--- src/adc_seq_cfg.svh ---
// Purpose: constants of the round-robin adc sequencer
// Assumes: clk_sys at 40 MHz, times given in ns
// Notes: cycle counts are derived from the times below
// Behaviour
// - compare voltage readings with per-channel limits
// - status bit: 0 in limits, 1 outside
// - set status raises alert when enabled
// - battery lower leg only during battery conversion
// - average 16 conversions per reading
// - battery channel uses one unaveraged conversion
// - battery measurement occupies about 711 us
// - multiplexer steps enabled inputs round robin
// - slots: local 9.01, remote 38.36, voltage 8.53 ms
// - cycle length is sum of enabled slots
// - fan speed never enters converter sequence
// - attenuator bypass bits per channel
// - select bit 2 enables single-channel mode
// - single channel code from select bits 7:3
// - fixed channel code to input mapping
// - single mode converts selected channel continuously
// - ten-bit converter shared through the multiplexer
// - status sticky until read and condition gone
`ifndef ADC_SEQ_CFG_SVH
`define ADC_SEQ_CFG_SVH
// timing
`define CLK_NS      25
`define T_LOCAL_NS  9010000
`define T_REMOTE_NS 38360000
`define T_VOLT_NS   8530000
`define T_BATT_NS   711000
`define TMR_W       21
// averaging
`define AVG_N       5'h10
// register offsets
`define A_SEL       8'h16
`define A_ATT1      8'h18
`define A_ATT2      8'h19
`define A_LO        8'h20
`define A_HI        8'h40
`define A_VAL       8'h60
`define A_ST0       8'h80
`define A_ST1       8'h81
`define A_ST2       8'h82
`define A_ACFG      8'h83
// fields and codes
`define SEL_EN      2
`define NCH         18
`define CH_VALID    18'h37FFF
`define CH_BATT     5'h00
`define CH_REM_LO   5'h01
`define CH_REM_HI   5'h03
`define CH_LOCAL    5'h04
// reset values
`define LO_RST      8'h00
`define HI_RST      8'hFF
`endif

--- src/adc_seq_pkg.sv ---
// Purpose: types of the adc sequencer
// Assumes: nothing
// Notes: no constants here, see adc_seq_cfg.svh
package adc_seq_pkg;
  typedef enum logic [1:0] {ST_PICK, ST_CONV, ST_STORE, ST_WAIT} seq_state_t;
  typedef logic [4:0] chan_t;
endpackage

--- src/slot_timer.sv ---
// Purpose: down counter that times one channel slot
// Assumes: load has priority over counting
// Notes: done is high while the count is zero
module slot_timer #(
  parameter int W = 21
) (
  input  wire logic         clk_sys,
  input  wire logic         sys_rst,
  input  wire logic         load,
  input  wire logic [W-1:0] load_val,
  output logic              done
);
  logic [W-1:0] cnt_q; // remaining cycles
  logic [W-1:0] cnt_d;

  // next count
  always_comb begin
    cnt_d = cnt_q;
    if (load) begin
      cnt_d = load_val;
    end else if (cnt_q != '0) begin
      cnt_d = cnt_q - 1'b1;
    end
  end

  // count register
  always_ff @(posedge clk_sys or posedge sys_rst) begin
    if (sys_rst) begin
      cnt_q <= '0;
    end else begin
      cnt_q <= cnt_d;
    end
  end

  assign done = (cnt_q == '0);
endmodule // slot_timer

--- src/sample_acc.sv ---
// Purpose: sums converter samples of one reading
// Assumes: at most 16 samples per reading
// Notes: clear has priority over add
module sample_acc #(
  parameter int DW = 10,
  parameter int SW = 14
) (
  input  wire logic          clk_sys,
  input  wire logic          sys_rst,
  input  wire logic          clr,
  input  wire logic          add,
  input  wire logic [DW-1:0] din,
  output logic      [SW-1:0] sum_q
);
  logic [SW-1:0] sum_d;

  // next sum
  always_comb begin
    sum_d = sum_q;
    if (clr) begin
      sum_d = '0;
    end else if (add) begin
      sum_d = sum_q + SW'(din);
    end
  end

  // sum register
  always_ff @(posedge clk_sys or posedge sys_rst) begin
    if (sys_rst) begin
      sum_q <= '0;
    end else begin
      sum_q <= sum_d;
    end
  end
endmodule // sample_acc

--- src/adc_round_robin_sequencer.sv ---
// Purpose: sequencing, averaging and limit check around a shared adc
// Assumes: register port and converter handshake synchronous to clk_sys
// Notes: limits compare against the upper eight result bits
`include "adc_seq_cfg.svh"
module adc_round_robin_sequencer #(
  parameter int LOCAL_CYC  = `T_LOCAL_NS / `CLK_NS,
  parameter int REMOTE_CYC = `T_REMOTE_NS / `CLK_NS,
  parameter int VOLT_CYC   = `T_VOLT_NS / `CLK_NS,
  parameter int BATT_CYC   = `T_BATT_NS / `CLK_NS
) (
  input  wire logic        clk_sys,
  input  wire logic        sys_rst,
  input  wire logic [7:0]  reg_addr,
  input  wire logic        reg_wr,
  input  wire logic        reg_rd,
  input  wire logic [7:0]  reg_wdata,
  output logic      [7:0]  reg_rdata_q,
  input  wire logic [17:0] chan_enable,
  input  wire logic        batt_mode,
  input  wire logic [9:0]  conv_data,
  input  wire logic        conv_done,
  output logic      [4:0]  mux_sel_q,
  output logic             conv_start_q,
  output logic             batt_leg_q,
  output logic      [15:0] atten_bypass_q,
  output logic             alert_n_q
);
  ////////////////////////////////////////////////////////////////
  // channel decode helpers
  localparam logic [17:0] ASSIGNED_CODES = `CH_VALID;  // one bit per assigned code
  // code is assigned to an input
  function automatic logic chan_ok(adc_seq_pkg::chan_t c);
    chan_ok = (c < 5'(`NCH)) && ASSIGNED_CODES[c];
  endfunction

  // code names a temperature channel
  function automatic logic is_temp(adc_seq_pkg::chan_t c);
    is_temp = (c >= `CH_REM_LO) && (c <= `CH_LOCAL);
  endfunction

  // slot length of a channel
  function automatic logic [`TMR_W-1:0] slot_len(adc_seq_pkg::chan_t c,
                                                 logic bat);
    if (c == `CH_LOCAL) begin
      slot_len = `TMR_W'(LOCAL_CYC);
    end else if (is_temp(c)) begin
      slot_len = `TMR_W'(REMOTE_CYC);
    end else if (bat && c == `CH_BATT) begin
      slot_len = `TMR_W'(BATT_CYC);
    end else begin
      slot_len = `TMR_W'(VOLT_CYC);
    end
  endfunction

  // next enabled channel after cur, wrapping
  function automatic adc_seq_pkg::chan_t next_chan(adc_seq_pkg::chan_t cur,
                                                   logic [17:0] en);
    logic found;
    int   k;
    found = 1'b0;
    next_chan = cur;
    for (int i = 1; i <= `NCH; i++) begin
      k = (int'(cur) + i) % `NCH;
      if (!found && en[k]) begin
        found = 1'b1;
        next_chan = 5'(k);
      end
    end
  endfunction

  ////////////////////////////////////////////////////////////////
  // declarations
  adc_seq_pkg::seq_state_t st_q, st_d;  // sequencer state
  adc_seq_pkg::chan_t      mux_d;       // next multiplexer code
  adc_seq_pkg::chan_t      pick_ch;     // channel chosen in pick
  logic                    pick_go;     // a channel can be converted
  logic                    start_d;
  logic                    batt_d;
  logic [4:0]              n_q, n_d;    // samples taken
  logic [4:0]              need;        // samples per reading
  logic                    acc_clr;
  logic                    acc_add;
  logic [13:0]             acc_sum;
  logic                    tmr_ld;
  logic                    tmr_done;
  logic                    store;       // reading complete
  logic [9:0]              res10;       // averaged reading
  logic [7:0]              res8;        // compared part
  logic                    oor_now;     // reading out of limits
  logic                    single;      // single-channel mode
  logic [17:0]             en_rr;       // enabled, assigned codes
  // register file
  logic [7:0]  sel_q, sel_d;
  logic [7:0]  att1_q, att1_d;
  logic [7:0]  att2_q, att2_d;
  logic [7:0]  acfg_q, acfg_d;
  logic [7:0]  lo_q [`NCH];
  logic [7:0]  lo_d [`NCH];
  logic [7:0]  hi_q [`NCH];
  logic [7:0]  hi_d [`NCH];
  logic [7:0]  val_q [`NCH];
  logic [7:0]  val_d [`NCH];
  logic [17:0] oor_q, oor_d;   // live limit condition
  logic [17:0] stat_q, stat_d; // sticky status
  logic [17:0] st_set, st_clr;
  logic [7:0]  rdata_d;
  logic        alert_n_d;
  logic [4:0]  lo_ix, hi_ix, val_ix;
  logic        lo_hit, hi_hit, val_hit; // address inside a table

  // full eight-bit range check, so one table never aliases into another
  assign lo_hit  = (reg_addr >= `A_LO) && (reg_addr < `A_LO + 8'(`NCH));
  assign hi_hit  = (reg_addr >= `A_HI) && (reg_addr < `A_HI + 8'(`NCH));
  assign val_hit = (reg_addr >= `A_VAL) && (reg_addr < `A_VAL + 8'(`NCH));
  assign single = sel_q[`SEL_EN];
  assign en_rr  = chan_enable & `CH_VALID;
  assign need   = batt_leg_q ? 5'h01 : `AVG_N;
  // battery reading is one raw sample, others sum of 16 shifted down
  assign res10  = batt_leg_q ? acc_sum[9:0] : acc_sum[13:4];
  assign res8   = res10[9:2];
  assign oor_now = (res8 > hi_q[mux_sel_q]) || (res8 < lo_q[mux_sel_q]);

  ////////////////////////////////////////////////////////////////
  // slot timer and accumulator
  slot_timer #(.W(`TMR_W)) i_slot_timer (
    .clk_sys  (clk_sys),
    .sys_rst  (sys_rst),
    .load     (tmr_ld),
    .load_val (slot_len(pick_ch, batt_mode)),
    .done     (tmr_done)
  );

  sample_acc #(.DW(10), .SW(14)) i_sample_acc (
    .clk_sys (clk_sys),
    .sys_rst (sys_rst),
    .clr     (acc_clr),
    .add     (acc_add),
    .din     (conv_data),
    .sum_q   (acc_sum)
  );

  ////////////////////////////////////////////////////////////////
  // sequencer next state
  always_comb begin
    st_d = st_q;
    mux_d = mux_sel_q;
    start_d = 1'b0;
    batt_d = batt_leg_q;
    n_d = n_q;
    acc_clr = 1'b0;
    acc_add = 1'b0;
    tmr_ld = 1'b0;
    store = 1'b0;
    // choose the channel: selected one, or next enabled in turn
    if (single) begin
      pick_ch = sel_q[7:3];
      pick_go = chan_ok(sel_q[7:3]);
    end else begin
      pick_ch = next_chan(mux_sel_q, en_rr);
      pick_go = |en_rr;
    end
    unique case (st_q)
      // select input and start first sample
      adc_seq_pkg::ST_PICK: begin
        batt_d = 1'b0;
        if (pick_go) begin
          st_d = adc_seq_pkg::ST_CONV;
          mux_d = pick_ch;
          start_d = 1'b1;
          batt_d = (pick_ch == `CH_BATT) && batt_mode;
          n_d = 5'h00;
          acc_clr = 1'b1;
          tmr_ld = !single;
        end
      end
      // collect samples until the reading is complete
      adc_seq_pkg::ST_CONV: begin
        if (conv_done) begin
          acc_add = 1'b1;
          n_d = 5'(n_q + 5'h01);
          if (5'(n_q + 5'h01) == need) begin
            st_d = adc_seq_pkg::ST_STORE;
          end else begin
            start_d = 1'b1;
          end
        end
      end
      // write result; single mode goes straight on
      adc_seq_pkg::ST_STORE: begin
        store = 1'b1;
        st_d = single ? adc_seq_pkg::ST_PICK : adc_seq_pkg::ST_WAIT;
      end
      // fill rest of slot, then release battery leg
      adc_seq_pkg::ST_WAIT: begin
        if (tmr_done) begin
          st_d = adc_seq_pkg::ST_PICK;
          batt_d = 1'b0;
        end
      end
    endcase
  end

  // sequencer registers; fan speed has no slot here
  always_ff @(posedge clk_sys or posedge sys_rst) begin
    if (sys_rst) begin
      st_q <= adc_seq_pkg::ST_PICK;
      mux_sel_q <= 5'h11;
      conv_start_q <= 1'b0;
      batt_leg_q <= 1'b0;
      n_q <= 5'h00;
    end else begin
      st_q <= st_d;
      mux_sel_q <= mux_d;
      conv_start_q <= start_d;
      batt_leg_q <= batt_d;
      n_q <= n_d;
    end
  end

  ////////////////////////////////////////////////////////////////
  // register file next state
  always_comb begin
    sel_d = sel_q;
    att1_d = att1_q;
    att2_d = att2_q;
    acfg_d = acfg_q;
    lo_d = lo_q;
    hi_d = hi_q;
    val_d = val_q;
    oor_d = oor_q;
    st_set = '0;
    st_clr = '0;
    rdata_d = 8'h00;
    lo_ix = 5'(reg_addr - `A_LO);
    hi_ix = 5'(reg_addr - `A_HI);
    val_ix = 5'(reg_addr - `A_VAL);
    // software writes
    if (reg_wr) begin
      if (reg_addr == `A_SEL) sel_d = reg_wdata;
      if (reg_addr == `A_ATT1) att1_d = reg_wdata;
      if (reg_addr == `A_ATT2) att2_d = reg_wdata;
      if (reg_addr == `A_ACFG) acfg_d = reg_wdata;
      if (lo_hit) lo_d[lo_ix] = reg_wdata;
      if (hi_hit) hi_d[hi_ix] = reg_wdata;
    end
    // software reads; status read clears bits whose cause is gone
    if (reg_rd) begin
      if (reg_addr == `A_SEL) rdata_d = sel_q;
      if (reg_addr == `A_ATT1) rdata_d = att1_q;
      if (reg_addr == `A_ATT2) rdata_d = att2_q;
      if (reg_addr == `A_ACFG) rdata_d = acfg_q;
      if (lo_hit) rdata_d = lo_q[lo_ix];
      if (hi_hit) rdata_d = hi_q[hi_ix];
      if (val_hit) rdata_d = val_q[val_ix];
      if (reg_addr == `A_ST0) begin
        rdata_d = stat_q[7:0];
        st_clr[7:0] = ~oor_q[7:0];
      end
      if (reg_addr == `A_ST1) begin
        rdata_d = stat_q[15:8];
        st_clr[15:8] = ~oor_q[15:8];
      end
      if (reg_addr == `A_ST2) begin
        rdata_d = {6'h00, stat_q[17:16]};
        st_clr[17:16] = ~oor_q[17:16];
      end
    end
    // completed reading: store value, check voltage limits
    if (store) begin
      val_d[mux_sel_q] = res8;
      if (!is_temp(mux_sel_q)) begin
        oor_d[mux_sel_q] = oor_now;
        st_set[mux_sel_q] = oor_now;
      end
    end
    // a new out-of-limit result wins over a clearing read
    stat_d = (stat_q & ~st_clr) | st_set;
    alert_n_d = !(acfg_q[0] && (|stat_q));
  end

  // register file registers
  always_ff @(posedge clk_sys or posedge sys_rst) begin
    if (sys_rst) begin
      sel_q <= 8'h00;
      att1_q <= 8'h00;
      att2_q <= 8'h00;
      acfg_q <= 8'h00;
      lo_q <= '{default: `LO_RST};
      hi_q <= '{default: `HI_RST};
      val_q <= '{default: 8'h00};
      oor_q <= '0;
      stat_q <= '0;
      reg_rdata_q <= 8'h00;
      alert_n_q <= 1'b1;
      atten_bypass_q <= 16'h0000;
    end else begin
      sel_q <= sel_d;
      att1_q <= att1_d;
      att2_q <= att2_d;
      acfg_q <= acfg_d;
      lo_q <= lo_d;
      hi_q <= hi_d;
      val_q <= val_d;
      oor_q <= oor_d;
      stat_q <= stat_d;
      reg_rdata_q <= rdata_d;
      alert_n_q <= alert_n_d;
      atten_bypass_q <= {att2_q, att1_q};
    end
  end
endmodule // adc_round_robin_sequencer

--- config.mk ---
export PLATFORM = sky130hd
export DESIGN_NAME = adc_round_robin_sequencer
export DESIGN_NICKNAME = d
export VERILOG_FILES = /design/src/adc_seq_pkg.sv /design/src/slot_timer.sv /design/src/sample_acc.sv /design/src/adc_round_robin_sequencer.sv
export VERILOG_INCLUDE_DIRS = /design/src
export SDC_FILE = /design/constraint.sdc
export NUM_CORES = 2
export LEC_CHECK = 0
export BUFFER_PORTS_ARGS = -buffer_cell sky130_fd_sc_hd__buf_4
export CAP_MARGIN = 25
export CORE_AREA = 2 2 368 370
export DETAILED_ROUTE_END_ITERATION = 7
export DIE_AREA = 0 0 370 372
export GPL_TIMING_DRIVEN = 0
export SLEW_MARGIN = 20
export SYNTH_ARGS = -nofsm -noshare
export SYNTH_HDL_FRONTEND = slang
export SYNTH_SLANG_ARGS = --single-unit
--- constraint.sdc ---
create_clock -name clk_sys -period 19.6 [get_ports clk_sys]
set_input_delay 0.98 -clock clk_sys [delete_from_list [all_inputs] [get_ports clk_sys]]
set_output_delay 0.98 -clock clk_sys [all_outputs]
set_load 0.03 [all_outputs]
==> flow_summary.rst <==
.. list-table::
   :header-rows: 1

   * - Metric
     - Value
   * - Mean area per synthesized cell
     - 10.4 sq um
   * - Critical path's most frequent cell
     - sky130_fd_sc_hd__buf_2
   * - GRT met2 Usage
     - 0.345
   * - Most frequent cells after synthesis
     - 427 x sky130_fd_sc_hd__dfrtp_1, 347 x sky130_fd_sc_hd__mux2_2, 336 x sky130_fd_sc_hd__nor2_1, 328 x sky130_fd_sc_hd__nand2_1, 299 x sky130_fd_sc_hd__a21oi_1
   * - Count of distinct cell types in the synthesized netlist
     - 141
   * - Half-perimeter wire length after detailed placement
     - 117000 microns
   * - Setup TNS
     - 0 ns
   * - Maximum level of the CTS H-tree
     - 2
   * - TritonCTS Sinks
     - 574
   * - Category of the worst setup path capture point
     - flop
   * - Global-route wire length before repair
     - 228000 microns
   * - Number of nets in the finished design
     - 4143
   * - Most common cell in the synthesized netlist
     - sky130_fd_sc_hd__dfrtp_1
   * - Wirelength, routed
     - 155000 microns
   * - Worst hold path type
     - flop to flop
   * - I/O pin count
     - 82
   * - Port Buf Inserts
     - 66
   * - DRT antenna net count
     - 0
   * - Period minus WS final
     - 11.27 ns
   * - Maxcap violations
     - 0
   * - Number of search-and-repair iterations in the first detailed-routing pass
     - 6
   * - Number of resized instances in the post-cts repair step
     - 0
   * - Data required time at the worst endpoint
     - 20.10 ns
   * - Number of setup violations in the final report
     - 0
   * - Routed wirelength normalized by instance count
     - 26.5 microns
   * - Source-to-sink clock delay at the later pin of the worst-skew pair
     - 0.66 ns
   * - Transition time at the pin with the least slew margin
     - 1.19 ns
   * - Net count of the mapped netlist
     - 3991
   * - Via count of the first global-routing pass
     - 33500
   * - Layout overhead on the synthesized area
     - 13.3%
   * - Starting utilization of the core area
     - 0.297
   * - Netlist Area Pre-Place
     - 39800 sq um
   * - Die Span Y
     - 372 microns
   * - Met3 GRT Util
     - 0.0469
   * - Number of warnings issued by yosys
     - 0
   * - TritonCTS clock tree
     - built
   * - Max Slew Vio Count
     - 0
   * - Number of enable-type register cells in the synthesized netlist
     - 0
   * - Final design instance area without fill
     - 45100 sq um
   * - Layer with the highest usage after global routing
     - met2
   * - Arr. time, crit path
     - 11.78 ns
   * - Number of CTS-inserted buffers
     - 61
   * - Max Fclk
     - 0.0887 GHz
   * - Final Hold Violating Endpoints
     - 0
   * - Maximum clock insertion buffer count
     - 3
   * - Final Skew
     - 0.0264 ns
   * - Area of the core region
     - 134000 sq um
   * - Total die area
     - 138000 sq um
   * - Number of vias in the routed layout
     - 34600
   * - Run status
     - finished, final reports clean
   * - Fraction of final layout cells with drive strength greater than 1
     - 0.276
   * - DR iter-0 viols
     - 4241
   * - Global placement routability congestion
     - 1.01
   * - Unrepaired setup endpoints after global routing
     - false
   * - Crit path largest cell delay
     - 0.87 ns
   * - Final hold slack
     - 0.403 ns
   * - Worst vdd ir
     - 0.0000770 V
   * - Crit Path Max Fanout
     - 19
   * - Cell type contributing the most total cell area after synthesis
     - sky130_fd_sc_hd__dfrtp_1
   * - Most area-consuming cells after synthesis
     - sky130_fd_sc_hd__dfrtp_1 27%, sky130_fd_sc_hd__mux4_2 12%, sky130_fd_sc_hd__mux2_2 9.8%
   * - Cell Area, Placed
     - 43000 sq um
   * - Cell count after synthesis
     - 3849
   * - Final worst path period share
     - 0.575
   * - Vias per Instance
     - 5.93
   * - Routing usage on met1
     - 0.290
   * - Startpoint kind of the worst setup timing path
     - flop
   * - Hold_buf cts
     - 0
   * - Cell leakage power
     - 18.5 nW
   * - Die Width
     - 370 microns
   * - Register bit count reported by yosys
     - 574
   * - Largest net degree at the start of global routing
     - 107
   * - Post-CTS Setup Inserts
     - 0
   * - Slew Limit Headroom
     - 0.204
   * - Sequential element share of the synthesized area
     - 0.365
   * - Power density of the placed cells
     - 69.4 nW/um^2
   * - Asr flop ratio synth
     - 1.00
   * - DRC errors left
     - 0
   * - Reg clk slew, reported paths
     - 0.07 ns
   * - Antenna violations before repair
     - 7
   * - Global Route Usage Sum
     - 0.220
   * - Root Buffer
     - sky130_fd_sc_hd__clkbuf_16
   * - Area fraction of the dominant cell type after synthesis
     - 0.268
   * - Category of the most critical setup path
     - flop to flop
   * - Placement Rows
     - 135
   * - Primary FF master, synth
     - sky130_fd_sc_hd__dfrtp_1
   * - Critical-path top delay cell
     - sky130_fd_sc_hd__buf_1
   * - Grt ovf
     - 0
layout make-up:
class | instances | area [sq um]
inverter | 66 | 258
tap | 1781 | 2230
fill | 13700 | 89100
buffer | 261 | 1210
sequential | 574 | 14500
antenna | 2 | 5.00
timing repair buffer | 89 | 848
multi-input combinational | 2948 | 23900
clock buffer | 92 | 1870
clock inverter | 22 | 278
logic make-up after synthesis:
logic type,count (synthesis),synth area share
AO/OA/AOI/OAI,958,0.164
XOR/XNOR,87,0.0210
adder cells (fa/ha/maj),95,0.0299
buffers and inverters,327,0.0361
flip-flops,574,0.365
multiplexers,662,0.245
AND/OR/NAND/NOR,1146,0.139
cell usage in the layout, fill, tap and decap left out, types with 31 or more instances in the layout:
master	n
sky130_fd_sc_hd__dfrtp_1	427
sky130_fd_sc_hd__mux2_2	347
sky130_fd_sc_hd__nor2_1	336
sky130_fd_sc_hd__nand2_1	328
sky130_fd_sc_hd__a21oi_1	299
sky130_fd_sc_hd__mux4_2	214
sky130_fd_sc_hd__clkbuf_1	155
sky130_fd_sc_hd__dfstp_2	147
sky130_fd_sc_hd__o21ai_0	142
sky130_fd_sc_hd__nor3_1	95
sky130_fd_sc_hd__mux2i_1	93
sky130_fd_sc_hd__ha_1	91
sky130_fd_sc_hd__buf_4	87
sky130_fd_sc_hd__nand3_1	71
sky130_fd_sc_hd__clkbuf_16	63
sky130_fd_sc_hd__xnor2_1	57
sky130_fd_sc_hd__inv_1	56
sky130_fd_sc_hd__buf_2	54
sky130_fd_sc_hd__o211ai_1	53
sky130_fd_sc_hd__nand2b_1	47
sky130_fd_sc_hd__a22oi_1	44
sky130_fd_sc_hd__nor2b_1	34
sky130_fd_sc_hd__a31oi_1	34
sky130_fd_sc_hd__and2_1	31
final timing paths:
path                         startpoint                endpoint  slack, ns  depth (start not counted)
max                        mux_sel_q[1]  i_slot_timer.cnt_q[18]       8.33                         31
min                           att2_q[2]      atten_bypass_q[10]       0.40                          0
max reg2reg                mux_sel_q[1]  i_slot_timer.cnt_q[18]       8.33                         31
min reg2reg                   att2_q[2]      atten_bypass_q[10]       0.40                          0
max in group asynchronous       sys_rst              val_q[113]      17.62                          5
min in group asynchronous       sys_rst               hi_q[141]       0.55                          2
power breakdown:
group,switching [mW],internal (mW),total [mW]
Sequential,0.0255,1.22,1.25
Clock,0.517,0.715,1.23
Combinational,0.430,0.227,0.656
registers in the layout (all words and copies together) (netlist names), 2 cells and up:
name / count
hi_q: 144
lo_q: 144
val_q: 144
i_slot_timer.cnt_q: 21
oor_q: 18
stat_q: 18
atten_bypass_q: 16
i_sample_acc.sum_q: 14
acfg_q: 8
att1_q: 8
att2_q: 8
reg_rdata_q: 8
sel_q: 8
mux_sel_q: 5
n_q: 5
st_q: 2
worst max-delay path, delay by kind of cell (launching register included):
family | cells | cell delay, ns
buffers and inverters | 15 | 5.68
AO/OA/AOI/OAI | 8 | 2.00
AND/OR/NAND/NOR | 6 | 1.74
adder cells (fa/ha/maj) | 2 | 0.90
flip-flops | 1 | 0.73
layer usage:
metal / wire length (microns) / vias to the layer above / share of wire
li1: - / 14900 / -
met1: 62400 / 17600 / 0.40
met2: 69600 / 1751 / 0.45
met3: 14600 / 405 / 0.094
met4: 8260 / 4 / 0.053
met5: 26 / - / 0.00017
per-stage QoR:
stage	setup WS (ns)	total power [mW]	instances	utilization
finish	8.33	3.13	5835	0.336
global route	8.11	3.24	5834	0.336
CTS	8.49	3.13	5829	0.336
detailed placement	8.55	1.90	5715	0.320
global placement	-3.64	1.89	5696	0.317
floorplan	2.81	1.68	3849	-
No activity file was read; power rests on OpenSTA's default activity.
